File: config.mk
export PLATFORM = sky130hd
export DESIGN_NAME = converter_control
export DESIGN_NICKNAME = d
export VERILOG_FILES = /design/src/rtl/converter_pkg.sv /design/src/rtl/converter_prescaler.sv /design/src/rtl/converter_result.sv /design/src/rtl/converter_control.sv
export SDC_FILE = /design/constraint.sdc
export NUM_CORES = 1
export LEC_CHECK = 0
export BUFFER_PORTS_ARGS = -buffer_cell sky130_fd_sc_hd__buf_2
export CAP_MARGIN = 20
export CORE_MARGIN = 10
export CORE_UTILIZATION = 40
export DETAILED_ROUTE_END_ITERATION = 12
export SLEW_MARGIN = 20
export SYNTH_ARGS = -nofsm -noshare
export SYNTH_HDL_FRONTEND = slang
export SYNTH_SLANG_ARGS = --single-unit
File: constraint.sdc
create_clock -name clk -period 8 [get_ports clk]
set_input_delay 0.8 -clock clk [delete_from_list [all_inputs] [get_ports clk]]
set_output_delay 0.8 -clock clk [all_outputs]
set_load 0.05 [all_outputs]
File: src/rtl/converter_pkg.sv
// Shared constants and types for the converter conversion control.
// Assumes a 100 MHz system clock and a 32-bit classic Wishbone register port.
package converter_pkg;

  // Register byte offsets, one aligned word each.
  localparam logic [4:0] ADDR_CTRL_A      = 5'h00;
  localparam logic [4:0] ADDR_CTRL_B      = 5'h04;
  localparam logic [4:0] ADDR_INPUT_SEL   = 5'h08;
  localparam logic [4:0] ADDR_RESULT_LOW  = 5'h0C;
  localparam logic [4:0] ADDR_RESULT_HIGH = 5'h10;
  localparam logic [4:0] ADDR_POWER       = 5'h14;

  // converter_control_a fields.
  localparam int BIT_ENABLE = 7;
  localparam int BIT_START  = 6;
  localparam int BIT_AUTO   = 5;
  localparam int BIT_FLAG   = 4;
  localparam int BIT_IE     = 3;
  localparam int PS_LSB     = 0;
  // converter_control_b, input_select_register and power register fields.
  localparam int TS_LSB     = 0;
  localparam int REFERENCE_SELECT_FIELD_LSB   = 6;
  localparam int BIT_LEFT   = 5;
  localparam int MUX_LSB    = 0;
  localparam int BIT_PRR    = 0;

  // Reset values.
  localparam logic [7:0] RESET_BYTE  = 8'h00;
  localparam logic       RESET_POWER = 1'b0;

  // Conversion timing in converter clock cycles, counted in half cycles.
  localparam int NORMAL_CYCLES       = 13;
  localparam int FIRST_CYCLES        = 25;
  localparam int NORMAL_DONE_HALVES  = 2 * NORMAL_CYCLES;
  localparam int FIRST_DONE_HALVES   = 2 * FIRST_CYCLES;
  localparam int AUTO_DONE_HALVES    = 27;  // 13.5 cycles.
  localparam int NORMAL_SAMPLE_HALVES = 3;  // 1.5 cycles.
  localparam int FIRST_SAMPLE_HALVES = 27;  // 13.5 cycles.
  localparam int AUTO_SAMPLE_HALVES  = 4;   // 2 cycles.
  localparam int TRIG_SYNC_CYCLES    = 3;

  localparam logic [2:0] TS_FREE_RUN = 3'h0;

  typedef enum logic [1:0] {
    KIND_NORMAL = 2'b00,
    KIND_FIRST  = 2'b01,
    KIND_AUTO   = 2'b10
  } conv_kind_t;

  // Request carried to the analog sampling and comparison core.
  typedef struct packed {
    logic       busy;
    logic       sample;
    logic       first;
    logic [1:0] reference;
    logic [3:0] channel;
  } core_req_t;

  // Division ratio selected by prescaler_select_field.
  function automatic logic [7:0] prescale_ratio(input logic [2:0] sel);
    prescale_ratio = (sel == 3'h0) ? 8'h02 : 8'(8'h01 << sel);
  endfunction : prescale_ratio

endpackage : converter_pkg

File: src/rtl/converter_prescaler.sv
// Converter clock prescaler producing rising and falling tick pulses.
// Assumes run and restart come from logic on the same clock.
`timescale 1ns/10ps
`default_nettype none
module converter_prescaler
  import converter_pkg::*;
(
  // Clock and reset.
  input  wire logic       clk,
  input  wire logic       rst_n,
  // Control.
  input  wire logic       run,
  input  wire logic       restart,
  input  wire logic [2:0] sel,
  // Ticks.
  output logic            rise_tick,
  output logic            fall_tick
);

  logic [7:0] count;
  logic [7:0] next_count;
  logic [7:0] ratio;

  always_comb begin
    ratio = prescale_ratio(sel);
    rise_tick = run && !restart && (count == ratio - 8'h01);
    fall_tick = run && !restart && (count == (ratio >> 1) - 8'h01);
    if (!run || restart || rise_tick) begin
      next_count = 8'h00;
    end else begin
      next_count = count + 8'h01;
    end
  end

  always_ff @(posedge clk or negedge rst_n) begin
    if (!rst_n) begin
      count <= 8'h00;
    end else begin
      count <= next_count;
    end
  end

  property p_held_reset;
    @(posedge clk) disable iff (!rst_n) !run |=> count == 8'h00;
  endproperty
  a_held_reset: assert property (p_held_reset) else $error("prescaler not held in reset");

endmodule : converter_prescaler
`default_nettype wire

File: src/rtl/converter_result.sv
// Result store with low-then-high read lock and alignment on readout.
// Assumes read strobes are single-cycle pulses from the bus slave.
`timescale 1ns/10ps
`default_nettype none
module converter_result
  import converter_pkg::*;
(
  // Clock and reset.
  input  wire logic       clk,
  input  wire logic       rst_n,
  // Conversion side.
  input  wire logic       store,
  input  wire logic [9:0] data,
  // Software side.
  input  wire logic       left,
  input  wire logic       read_low,
  input  wire logic       read_high,
  output logic [7:0]      low_byte,
  output logic [7:0]      high_byte
);

  logic [9:0] value;
  logic [9:0] next_value;
  logic       locked;
  logic       next_locked;

  always_comb begin
    next_value = value;
    if (store && !locked) begin
      next_value = data;
    end
    next_locked = locked;
    if (read_low) begin
      next_locked = 1'b1;
    end else if (read_high) begin
      next_locked = 1'b0;
    end
    if (left) begin
      high_byte = value[9:2];
      low_byte  = {value[1:0], 6'h00};
    end else begin
      high_byte = {6'h00, value[9:8]};
      low_byte  = value[7:0];
    end
  end

  always_ff @(posedge clk or negedge rst_n) begin
    if (!rst_n) begin
      value  <= 10'h000;
      locked <= 1'b0;
    end else begin
      value  <= next_value;
      locked <= next_locked;
    end
  end

  property p_locked_keeps;
    @(posedge clk) disable iff (!rst_n) (locked && !read_high) |=> $stable(value);
  endproperty
  a_locked_keeps: assert property (p_locked_keeps) else $error("result changed while locked");

endmodule : converter_result
`default_nettype wire

File: src/rtl/converter_control.sv
// Conversion control for a 10-bit successive-approximation converter.
// Assumes software on classic Wishbone and an analog core on the same clock.
//
// What this block does
// - Selections ignored and idle while enable clear.
// - Ten-bit result right aligned, or left aligned.
// - Low byte read locks result until high read.
// - Complete flag still sets while result locked.
// - Start bit high through conversion, then cleared.
// - Channel change waits for current conversion end.
// - Auto-trigger launches from selected trigger source.
// - Trigger rising edge resets prescaler, starts conversion.
// - Held level or edges during conversion ignored.
// - Complete-flag trigger runs back to back.
// - Start bit works under auto-trigger, reads busy.
// - Prescaler divides clock, held reset while disabled.
// - Single conversion begins next converter rising edge.
// - Conversion takes 13 cycles, first 25.
// - Sample at 1.5 cycles, first at 13.5.
// - Completion writes result, sets flag, clears start.
// - Auto sample at 2 cycles, 13.5 total.
// - Free running restarts at once, start stays.
// - Trigger select codes 1 to 7 map seven sources.
// - Select inert without auto; free run no edge.
// - Selections held frozen, reopen in last cycle.
`timescale 1ns/10ps
`default_nettype none
module converter_control
  import converter_pkg::*;
(
  // Clock and reset.
  input  wire logic        clk,
  input  wire logic        rst_n,
  // Wishbone slave.
  input  wire logic        wb_cyc_i,
  input  wire logic        wb_stb_i,
  input  wire logic        wb_we_i,
  input  wire logic [4:0]  wb_adr_i,
  input  wire logic [3:0]  wb_sel_i,
  input  wire logic [31:0] wb_dat_i,
  output logic             wb_ack_o,
  output logic [31:0]      wb_dat_o,
  // Trigger sources, bit n for trigger_select_field code n, n from 1 to 7; bit 0 unused.
  input  wire logic [7:0]  trigger_sources,
  // Interrupt vector taken and interrupt request.
  input  wire logic        irq_ack,
  output logic             irq,
  // Analog core.
  input  wire logic [9:0]  core_result,
  output core_req_t        core_req
);

  ////////////////////////////////////////////////////////////////////////////
  // Register state.

  logic       converter_enable_bit, next_enable;
  logic       auto_trigger_enable, next_auto;
  logic       interrupt_enable, next_ie;
  logic       conversion_complete_flag, next_flag;
  logic [2:0] prescaler_select_field, next_ps;
  logic [2:0] trigger_select_field, next_ts;
  logic [1:0] reference_select_field, next_reference_select_field;
  logic       left_adjust_bit, next_left;
  logic [3:0] channel_select_field, next_mux;
  logic       converter_power_reduce, next_prr;
  logic       next_ack;
  logic [31:0] next_dat;
  logic       next_irq;

  logic       access;
  logic       wr;
  logic       read_low;
  logic       read_high;
  logic [7:0] low_byte;
  logic [7:0] high_byte;

  ////////////////////////////////////////////////////////////////////////////
  // Conversion state.

  logic       active;
  logic       busy, next_busy;
  logic       pending, next_pending;
  logic       first, next_first;
  conv_kind_t kind, next_kind;
  logic [5:0] halves, next_halves;
  logic [5:0] step;
  logic       tick;
  logic       rise_tick;
  logic       fall_tick;
  logic       done;
  logic       sample_now;
  logic       free_run;
  logic       start_bit;
  logic       start_single;
  logic       start_trig;
  logic       hold_open;
  logic [1:0] hold_reference_select_field, next_hold_reference_select_field;
  logic [3:0] hold_mux, next_hold_mux;
  core_req_t  next_req;

  // Trigger path: edge detect, then a fixed synchronisation delay.
  logic                        trig_level;
  logic                        trig_prev;
  logic [TRIG_SYNC_CYCLES-1:0] trig_pipe, next_trig_pipe;

  function automatic logic [5:0] done_halves(input conv_kind_t k);
    case (k)
      KIND_FIRST: done_halves = 6'(FIRST_DONE_HALVES);
      KIND_AUTO:  done_halves = 6'(AUTO_DONE_HALVES);
      default:    done_halves = 6'(NORMAL_DONE_HALVES);
    endcase
  endfunction : done_halves

  function automatic logic [5:0] sample_halves(input conv_kind_t k);
    case (k)
      KIND_FIRST: sample_halves = 6'(FIRST_SAMPLE_HALVES);
      KIND_AUTO:  sample_halves = 6'(AUTO_SAMPLE_HALVES);
      default:    sample_halves = 6'(NORMAL_SAMPLE_HALVES);
    endcase
  endfunction : sample_halves

  ////////////////////////////////////////////////////////////////////////////
  // Submodules.

  converter_prescaler u_prescaler (
    .clk       (clk),
    .rst_n     (rst_n),
    .run       (active),
    .restart   (start_trig),
    .sel       (prescaler_select_field),
    .rise_tick (rise_tick),
    .fall_tick (fall_tick)
  );

  converter_result u_result (
    .clk       (clk),
    .rst_n     (rst_n),
    .store     (done),
    .data      (core_result),
    .left      (left_adjust_bit),
    .read_low  (read_low),
    .read_high (read_high),
    .low_byte  (low_byte),
    .high_byte (high_byte)
  );

  ////////////////////////////////////////////////////////////////////////////
  // Conversion sequencing.

  always_comb begin
    active     = converter_enable_bit && !converter_power_reduce;
    free_run   = auto_trigger_enable && (trigger_select_field == TS_FREE_RUN);
    // Code zero picks no source, so moving to free run cannot make an edge.
    trig_level = auto_trigger_enable && (trigger_select_field != TS_FREE_RUN)
                 && trigger_sources[trigger_select_field];
    next_trig_pipe = {trig_pipe[TRIG_SYNC_CYCLES-2:0], trig_level && !trig_prev};
    start_trig = active && !busy && trig_pipe[TRIG_SYNC_CYCLES-1];
    start_single = active && !busy && pending && rise_tick && !start_trig;
    tick       = rise_tick || fall_tick;
    step       = halves + 6'h01;
    done       = busy && tick && (step == done_halves(kind));
    sample_now = busy && tick && (step == sample_halves(kind));
    start_bit  = busy || pending;
    hold_open  = !busy || (halves >= done_halves(kind) - 6'h02);

    next_busy    = busy;
    next_pending = pending;
    next_first   = first;
    next_kind    = kind;
    next_halves  = tick ? step : halves;
    if (!active) begin
      next_busy    = 1'b0;
      next_pending = 1'b0;
      next_halves  = 6'h00;
    end else if (start_trig || start_single) begin
      next_busy    = 1'b1;
      next_pending = 1'b0;
      next_halves  = 6'h00;
      next_kind    = first ? KIND_FIRST : (start_trig ? KIND_AUTO : KIND_NORMAL);
    end else if (done) begin
      next_first   = 1'b0;
      next_halves  = 6'h00;
      next_kind    = KIND_NORMAL;
      next_busy    = free_run;
    end
    if (wr && (wb_adr_i == ADDR_CTRL_A) && wb_sel_i[0]) begin
      // A start is only taken while running and staying on; otherwise it would linger past disable.
      if (wb_dat_i[BIT_START] && wb_dat_i[BIT_ENABLE] && active && !busy) begin
        next_pending = 1'b1;
      end
      if (wb_dat_i[BIT_ENABLE] && !converter_enable_bit) begin
        next_first = 1'b1;
      end
    end

    next_hold_reference_select_field = hold_reference_select_field;
    next_hold_mux  = hold_mux;
    if (active && hold_open) begin
      next_hold_reference_select_field = reference_select_field;
      next_hold_mux  = channel_select_field;
    end

    next_req.busy      = next_busy;
    next_req.sample    = sample_now;
    next_req.first     = next_busy && (next_kind == KIND_FIRST);
    next_req.reference = next_hold_reference_select_field;
    next_req.channel   = next_hold_mux;
  end

  ////////////////////////////////////////////////////////////////////////////
  // Register bus.

  always_comb begin
    access    = wb_cyc_i && wb_stb_i && !wb_ack_o;
    wr        = access && wb_we_i;
    read_low  = access && !wb_we_i && (wb_adr_i == ADDR_RESULT_LOW);
    read_high = access && !wb_we_i && (wb_adr_i == ADDR_RESULT_HIGH);
    next_ack  = access;

    next_enable = converter_enable_bit;
    next_auto   = auto_trigger_enable;
    next_ie     = interrupt_enable;
    next_ps     = prescaler_select_field;
    next_ts     = trigger_select_field;
    next_reference_select_field   = reference_select_field;
    next_left   = left_adjust_bit;
    next_mux    = channel_select_field;
    next_prr    = converter_power_reduce;
    next_flag   = conversion_complete_flag;
    if (irq_ack) begin
      next_flag = 1'b0;
    end
    if (wr && wb_sel_i[0]) begin
      if (wb_adr_i == ADDR_CTRL_A) begin
        next_enable = wb_dat_i[BIT_ENABLE];
        next_auto   = wb_dat_i[BIT_AUTO];
        next_ie     = wb_dat_i[BIT_IE];
        next_ps     = wb_dat_i[PS_LSB +: 3];
        if (wb_dat_i[BIT_FLAG]) begin
          next_flag = 1'b0;
        end
      end else if (wb_adr_i == ADDR_CTRL_B) begin
        next_ts = wb_dat_i[TS_LSB +: 3];
      end else if (wb_adr_i == ADDR_INPUT_SEL) begin
        next_reference_select_field = wb_dat_i[REFERENCE_SELECT_FIELD_LSB +: 2];
        next_left = wb_dat_i[BIT_LEFT];
        next_mux  = wb_dat_i[MUX_LSB +: 4];
      end else if (wb_adr_i == ADDR_POWER) begin
        next_prr = wb_dat_i[BIT_PRR];
      end
    end
    // Completion beats a clear in the same cycle, even when the result is dropped.
    if (done) begin
      next_flag = 1'b1;
    end
    next_irq = next_flag && next_ie;

    next_dat = 32'h0000_0000;
    if (access && !wb_we_i) begin
      if (wb_adr_i == ADDR_CTRL_A) begin
        next_dat[7:0] = {converter_enable_bit, start_bit, auto_trigger_enable,
                         conversion_complete_flag, interrupt_enable, prescaler_select_field};
      end else if (wb_adr_i == ADDR_CTRL_B) begin
        next_dat[2:0] = trigger_select_field;
      end else if (wb_adr_i == ADDR_INPUT_SEL) begin
        next_dat[7:0] = {reference_select_field, left_adjust_bit, 1'b0, channel_select_field};
      end else if (wb_adr_i == ADDR_RESULT_LOW) begin
        next_dat[7:0] = low_byte;
      end else if (wb_adr_i == ADDR_RESULT_HIGH) begin
        next_dat[7:0] = high_byte;
      end else if (wb_adr_i == ADDR_POWER) begin
        next_dat[BIT_PRR] = converter_power_reduce;
      end
    end
  end

  ////////////////////////////////////////////////////////////////////////////
  // Registers.

  always_ff @(posedge clk or negedge rst_n) begin
    if (!rst_n) begin
      converter_enable_bit     <= 1'b0;
      auto_trigger_enable      <= 1'b0;
      interrupt_enable         <= 1'b0;
      conversion_complete_flag <= 1'b0;
      prescaler_select_field   <= RESET_BYTE[2:0];
      trigger_select_field     <= RESET_BYTE[2:0];
      reference_select_field   <= RESET_BYTE[1:0];
      left_adjust_bit          <= 1'b0;
      channel_select_field     <= RESET_BYTE[3:0];
      converter_power_reduce   <= RESET_POWER;
      wb_ack_o                 <= 1'b0;
      wb_dat_o                 <= 32'h0000_0000;
      irq                      <= 1'b0;
      busy                     <= 1'b0;
      pending                  <= 1'b0;
      first                    <= 1'b0;
      kind                     <= KIND_NORMAL;
      halves                   <= 6'h00;
      hold_reference_select_field                <= 2'h0;
      hold_mux                 <= 4'h0;
      trig_prev                <= 1'b0;
      trig_pipe                <= '0;
      core_req                 <= '0;
    end else begin
      converter_enable_bit     <= next_enable;
      auto_trigger_enable      <= next_auto;
      interrupt_enable         <= next_ie;
      conversion_complete_flag <= next_flag;
      prescaler_select_field   <= next_ps;
      trigger_select_field     <= next_ts;
      reference_select_field   <= next_reference_select_field;
      left_adjust_bit          <= next_left;
      channel_select_field     <= next_mux;
      converter_power_reduce   <= next_prr;
      wb_ack_o                 <= next_ack;
      wb_dat_o                 <= next_dat;
      irq                      <= next_irq;
      busy                     <= next_busy;
      pending                  <= next_pending;
      first                    <= next_first;
      kind                     <= next_kind;
      halves                   <= next_halves;
      hold_reference_select_field                <= next_hold_reference_select_field;
      hold_mux                 <= next_hold_mux;
      trig_prev                <= trig_level;
      trig_pipe                <= next_trig_pipe;
      core_req                 <= next_req;
    end
  end

  ////////////////////////////////////////////////////////////////////////////
  // Checks.

  property p_flag_sets;
    @(posedge clk) disable iff (!rst_n) done |=> conversion_complete_flag;
  endproperty
  a_flag_sets: assert property (p_flag_sets) else $error("flag missed a completion");

  property p_idle_disabled;
    @(posedge clk) disable iff (!rst_n) !active |=> !busy && !pending;
  endproperty
  a_idle_disabled: assert property (p_idle_disabled) else $error("activity while disabled");

  property p_single_clears;
    @(posedge clk) disable iff (!rst_n) (done && !free_run) |=> !busy && !core_req.busy;
  endproperty
  a_single_clears: assert property (p_single_clears) else $error("start not cleared");

  property p_free_restart;
    @(posedge clk) disable iff (!rst_n) (done && free_run && active) |=> busy && halves == 6'h00;
  endproperty
  a_free_restart: assert property (p_free_restart) else $error("free run did not restart");

  property p_done_length;
    @(posedge clk) disable iff (!rst_n) done |-> step == done_halves(kind) && busy;
  endproperty
  a_done_length: assert property (p_done_length) else $error("wrong conversion length");

  property p_sample_point;
    @(posedge clk) disable iff (!rst_n) sample_now |=> core_req.sample && halves == sample_halves(kind);
  endproperty
  a_sample_point: assert property (p_sample_point) else $error("sample at wrong point");

  property p_hold_frozen;
    @(posedge clk) disable iff (!rst_n) (busy && !hold_open && active) |=> $stable(hold_mux);
  endproperty
  a_hold_frozen: assert property (p_hold_frozen) else $error("channel changed mid conversion");

  property p_busy_reads_start;
    @(posedge clk) disable iff (!rst_n) busy |-> start_bit;
  endproperty
  a_busy_reads_start: assert property (p_busy_reads_start) else $error("start bit low while busy");

  property p_edge_ignored;
    @(posedge clk) disable iff (!rst_n) (busy && trig_pipe[TRIG_SYNC_CYCLES-1] && !done) |=> $stable(kind);
  endproperty
  a_edge_ignored: assert property (p_edge_ignored) else $error("trigger accepted mid conversion");

endmodule : converter_control
`default_nettype wire

Word-level counts from Yosys, hierarchy flattened:

Cells that the tools add are included.

* register bits: 70
* bits in latches: 0
* RAM bits: 0
* ROM bits: 0
* input port bits: 65
* output and inout port bits: 43
* memories kept: 0

* add/sub/neg operators: 5
* multiply operators: 0
* div/mod/pow operators: 0
* magnitude comparators: 2
* eq/ne operators: 13
* shifts and indexed selects: 1
* mux-type cells: 47
* bitwise gates (word level): 3
* reductions and logical operators: 57

Operator list (count)
* two-way mux 8 bit: 8
* logical AND 1 bit: 33
* two-way mux 1 bit: 24
* two-way mux 6 bit: 4
* == test 8 bit: 2
* == test 6 bit: 2
* one-hot mux 6 bit (2 select lines): 1
* == test 5 x 4 -> 1 bit, second input constant: 2
* == test 5 bit, second input constant: 2
* two-way mux 2 bit: 5
* one-hot mux 5 bit (2 select lines): 1
* logical NOT 1 bit: 9
* adder 8 x 1 -> 8 bit, second input constant: 1
* left shift 1 x 3 -> 8 bit, first input constant: 1
* subtractor 7 x 1 -> 8 bit, second input constant: 1
* subtractor 8 x 1 -> 8 bit, second input constant: 1
* two-way mux 7 bit: 1
* adder 6 x 1 -> 6 bit, second input constant: 1
* greater-or-equal comparator 6 bit: 1
* logical NOT 3 bit: 2
* logical OR 1 bit: 6
* subtractor 6 x 2 -> 6 bit, second input constant: 1
* == test 5 x 3 -> 1 bit, second input constant: 1
* logical NOT 5 bit: 1
* 14 further kinds: 17

Logic depth before layout (Yosys ltp):

* word-level depth: 15
* depth in mapped cells: 13
* gate-level depth less buffers: 9

By module:

Synthesis repeated with hierarchy kept, for this count alone.

* cell total of the unflattened synthesis: 416
* area total of the unflattened synthesis: 4180.3 um^2

By module, submodules not included
* converter_control: times used 1, cells each 294, area each 2925.3 um^2
* converter_prescaler: times used 1, cells each 79, area each 670.6 um^2
* converter_result: times used 1, cells each 43, area each 584.3 um^2

Least setup slack after synthesis:

No wires, ideal clock.

* path kind: register to register
* start point: register prescaler_select_field[2]
* end point: register u_result.value[0]
* setup time: 125 ps
* arrival time: 3226 ps
* path slack: 4648 ps
* cell stages (with the launch flop): 14
* buffers on the path: 4
* cells stage by stage: dfrtp_1 buf_2 clkbuf_1 or3b_2 ha_1 clkbuf_1 or3b_1 o22ai_1 a21oi_1 a211oi_4 a21oi_1 or3_1 buf_6 mux2_4

* cells in the longest elaborated chain, start to end: 9
* elaborated cells between the ends (all ways): 13

Ends and longest elaborated chain
* start, declared: line converter_control.sv:60 `logic [2:0] prescaler_select_field, next_ps;`
* start signal, assigned: line converter_control.sv:286 `prescaler_select_field <= RESET_BYTE[2:0];`
* start signal, assigned: line converter_control.sv:310 `prescaler_select_field <= next_ps;`
* logical NOT 3 bit / left shift 1 x 3 -> 8 bit (equally long branches): line converter_pkg.sv:61 `prescale_ratio = (sel == 3'h0) ? 8'h02 : 8'(8'h01 << sel);`
* two-way mux 8 bit *: line converter_pkg.sv:61
* subtractor 8 x 1 -> 8 bit / subtractor 7 x 1 -> 8 bit (equally long branches): line converter_prescaler.sv:26, converter_prescaler.sv:27
* == test 8 bit (on tied branches): line converter_prescaler.sv:26, converter_prescaler.sv:27
* logical AND 1 bit (on tied branches): line converter_prescaler.sv:26, converter_prescaler.sv:27
* logical OR 1 bit *: line converter_control.sv:159 `tick = rise_tick || fall_tick;`
* logical AND 1 bit * (2 in series): line converter_control.sv:161 `done = busy && tick && (step == done_halves(kind));`
* logical AND 1 bit *: line converter_result.sv:29 `if (store && !locked) begin`
* end signal, assigned: line converter_result.sv:52 `value <= next_value;`
* end, declared: line converter_result.sv:22 `logic [9:0] value;`

Every way passes the cells marked *; elsewhere a longest branch is shown, timed or not.
A chain may end at the register's enable or synchronous reset.

Worst setup path after layout:

* start point: register prescaler_select_field[1]
* end point: register u_result.value[9]

The elaborated chain is that of the path after synthesis.

==> flow_summary.yaml <==
cells_and_area:
  nets: 529
  antenna_cells: 0
  final_cell_mix: "dfrtp_1, buf_2, nor2_1"
  final_common_cell: "dfrtp_1"
  fillers: 996
  area_growth_pct: 11.1
  drive_above_1_share_pct: 23.4
clock_tree:
  numCtsBuffers: 9
  root_buffer: "clkbuf_8"
  cts.sinks: 70
  ctsResizeCount: 0
  clkTransAtPathRegs_ps: 70
  clk_latency_ps: 360
  htreeDepth: 3
  cts-hold-fix-buffers: 0
  clockBufferDepth: 2
  cts_tree: "yes"
  postCtsSetupBuffers: 0
setup_path:
  crit_required_ps: 8240
  reg2reg_to: "u_result.value[9]"
  worstPathCellList: "or3b_2, ha_1, or3b_1, o22ai_1, a21oi_1, a211oi_4, a21oi_1, or3_1, mux2_4"
  cp-startpoint: "prescaler_select_field[1]"
  critPathCapture: "u_result.value[9]"
  reg2reg_slack_ps: 4350
  worstSetupPathType: "flop to flop"
  path_depth: 9
  cpMostUsedCell: "a21oi_1"
  worstSetupStartpointType: "flop"
  crit_family: "simple AND/OR/NAND/NOR gates"
  cp.arrival_ps: 3890
  slowest_delay_ps: 630
  crit_path_top_delay_cell: "dfrtp_1"
  crit_buf_inv: 0
  ff2ff_path_depth: 9
  r2r-start: "prescaler_select_field[1]"
  critPathCaptureType: "flop"
  worst-path-max-fanout: 17
synthesis:
  synthArstFlopShare_pct: 100
  synth_ff_type: "dfrtp_1"
  synthMuxAreaShare_pct: 11.6
  synth_xor_area_share_pct: 3.65
  synth_top_family_by_area: "simple AND/OR/NAND/NOR gates"
  synthCells: 416
  synth_adder_area_share_pct: 1.84
  ys_ff_latch: 70
  yosysSeqAreaShare_pct: 42.9
  synth_cell_type_count: 64
  synth_edf_count: 0
  synth_area_um2: 4080
  synth-simple-area-share_pct: 17.6
  syn_avg_cell_area_um2: 9.81
  synth_compound_area_share_pct: 13.6
  yosysWarnings: 0
global_route:
  overflow: 0
  grt_pass1_vias: 3125
  grt_first_pass_wirelength_um: 15600
  grt_start_max_net_pins: 71
  grt_usage_pct: 13.2
  antenna_found_initial: 0
placement:
  place_hpwl_um: 7020
  gp_congestion: 0.826
  numPortBuffers: 55
die:
  die_w_um: 121
  start_util_pct: 41.3
  core_area_um2: 9860
  die_y_um: 121
  die_area_um2: 14600
  placementRows: 36
  io_pins: 108
drt:
  wl_per_cell_um: 15.9
  dr.pass1.iters: 4
  drt_first_iter_violations: 93
  routed_wl_um: 9450
  drcViolationCount: 0
  antenna_left: 0
  via_per_inst: 5.24
  num_vias: 3117
sta:
  worst-slew-pin-transition_ps: 932
  fin_crit_sh_pct: 45.6
  rsz0062_at_grt: "false"
  fmax_mhz: 274
  setup_viol: 0
  finalSetupTns_ps: 0
  slew_headroom_pct: 37.9
  final.min_clock_period_ps: 3650
  skew_ps: 15.5
  hold_viol_final: 0
  hold_slack_ps: 355
  drv_slew: 0
outcome:
  status: "complete, no violations"
hold_path:
  hp-start: "trig_pipe[0]"
  worstHoldPathType: "flop to flop"
pwr:
  p_leak_nw: 2.17
  powerDensity_nw_per_um2: 241
  max-vdd-ir-drop_mv: 0.110
job:
  maxCapViolations: 0
==> synthesized netlist by cell type (3+ instances only) <==
cell type / number / share of area [%]
a21oi_1: 26 / 3.2
a31oi_1: 8 / 1.2
a32oi_1: 3 / 0.64
and2_1: 5 / 0.77
and3_1: 4 / 0.61
buf_2: 5 / 0.61
buf_4: 25 / 4.6
clkbuf_1: 16 / 1.5
dfrtp_1: 70 / 43
ha_1: 6 / 1.8
inv_1: 16 / 1.5
mux2_2: 21 / 5.8
mux2_4: 10 / 3.7
mux2i_1: 4 / 0.98
nand2_1: 28 / 2.6
nand2b_1: 8 / 1.2
nand3_1: 15 / 1.8
nand3b_1: 4 / 0.74
nand4_1: 3 / 0.46
nor2_1: 34 / 3.1
nor2b_1: 5 / 0.77
nor3_1: 5 / 0.61
nor4_1: 3 / 0.46
o211ai_1: 3 / 0.55
o21ai_0: 16 / 2.0
o22ai_1: 3 / 0.46
or3_1: 8 / 1.2
xnor2_1: 9 / 1.9
xor2_1: 8 / 1.7
==> cell families (layout without fill, tap and decap cells) <==
logic type / Yosys count / count (layout)
XOR/XNOR: 17 / 17
adder cells (fa/ha/maj): 6 / 6
AND/OR/NAND/NOR: 137 / 137
flip-flops: 70 / 70
other: 1 / 24
multiplexers: 37 / 37
AO/OA/AOI/OAI: 84 / 84
buffers and inverters: 64 / 87
==> worst register-to-register path: cells and delay by family, from the launching register on <==
kind | cells | cell delay, ps
multiplexers | 1 | 400
AND/OR/NAND/NOR | 3 | 1490
adder cells (fa/ha/maj) | 1 | 290
flip-flops | 1 | 630
AO/OA/AOI/OAI | 4 | 730
==> sequential cells by signal, summed over array words and instances, names as in the netlist, 3 cells and up <==
| register | cells |
|---|---|
| u_result.value | 10 |
| u_prescaler.count | 8 |
| halves | 6 |
| channel_select_field | 4 |
| trig_pipe | 3 |
| wb_dat_o | 8 |
| hold_mux | 4 |
| trigger_select_field | 3 |
| prescaler_select_field | 3 |
==> worst min path at each step <==
stage	depth (start not counted)	slack, ps	to
2_1_floorplan	0	330	trig_pipe[1]
3_3_place_gp	0	330	trig_pipe[1]
3_5_place_dp	0	340	trig_pipe[1]
4_1_cts	0	360	trig_pipe[1]
5_1_grt	0	370	trig_pipe[1]
6_report	0	350	trig_pipe[1]
==> area by class of cell <==
class                           instances  area (um2)  area share [%]
Clock buffer                           10         128            2.82
Tap cell                              133         166            3.67
Timing Repair Buffer                   56         283            6.24
Inverter                               16        60.1            1.33
Clock inverter                          5        85.1            1.88
Sequential cell                        70        1750            38.7
Multi-Input combinational cell        305        2060            45.4
==> where the power goes <==
group | total (mW) | switching (mW) | internal [mW]
logic | 0.310 | 0.182 | 0.128
clock network | 0.316 | 0.141 | 0.175
registers | 0.465 | 0.0674 | 0.397
==> metal layers <==
metal,up-vias,track usage [%],share of wire (%)
met5,-,0,0
met4,0,5.20,1.6
met3,11,3.07,5.0
met2,76,21.4,48
met1,1515,16.5,45
li1,1515,-,-
==> metrics by stage <==
step / util (%) / instances / power (mW) / worst slack [ps] / instance area (um2)
after floorplan: - / 439 / 0.713 / 4650 / 4170
after global placement: 43.8 / 580 / 0.778 / 4380 / 4320
after detailed placement: 43.8 / 580 / 0.784 / 4360 / 4320
after CTS: 45.9 / 595 / 1.10 / 4330 / 4530
after global routing: 45.9 / 595 / 1.16 / 4110 / 4530
final: 45.9 / 595 / 1.09 / 4350 / 4530
No activity file was read; power rests on OpenSTA's default activity.
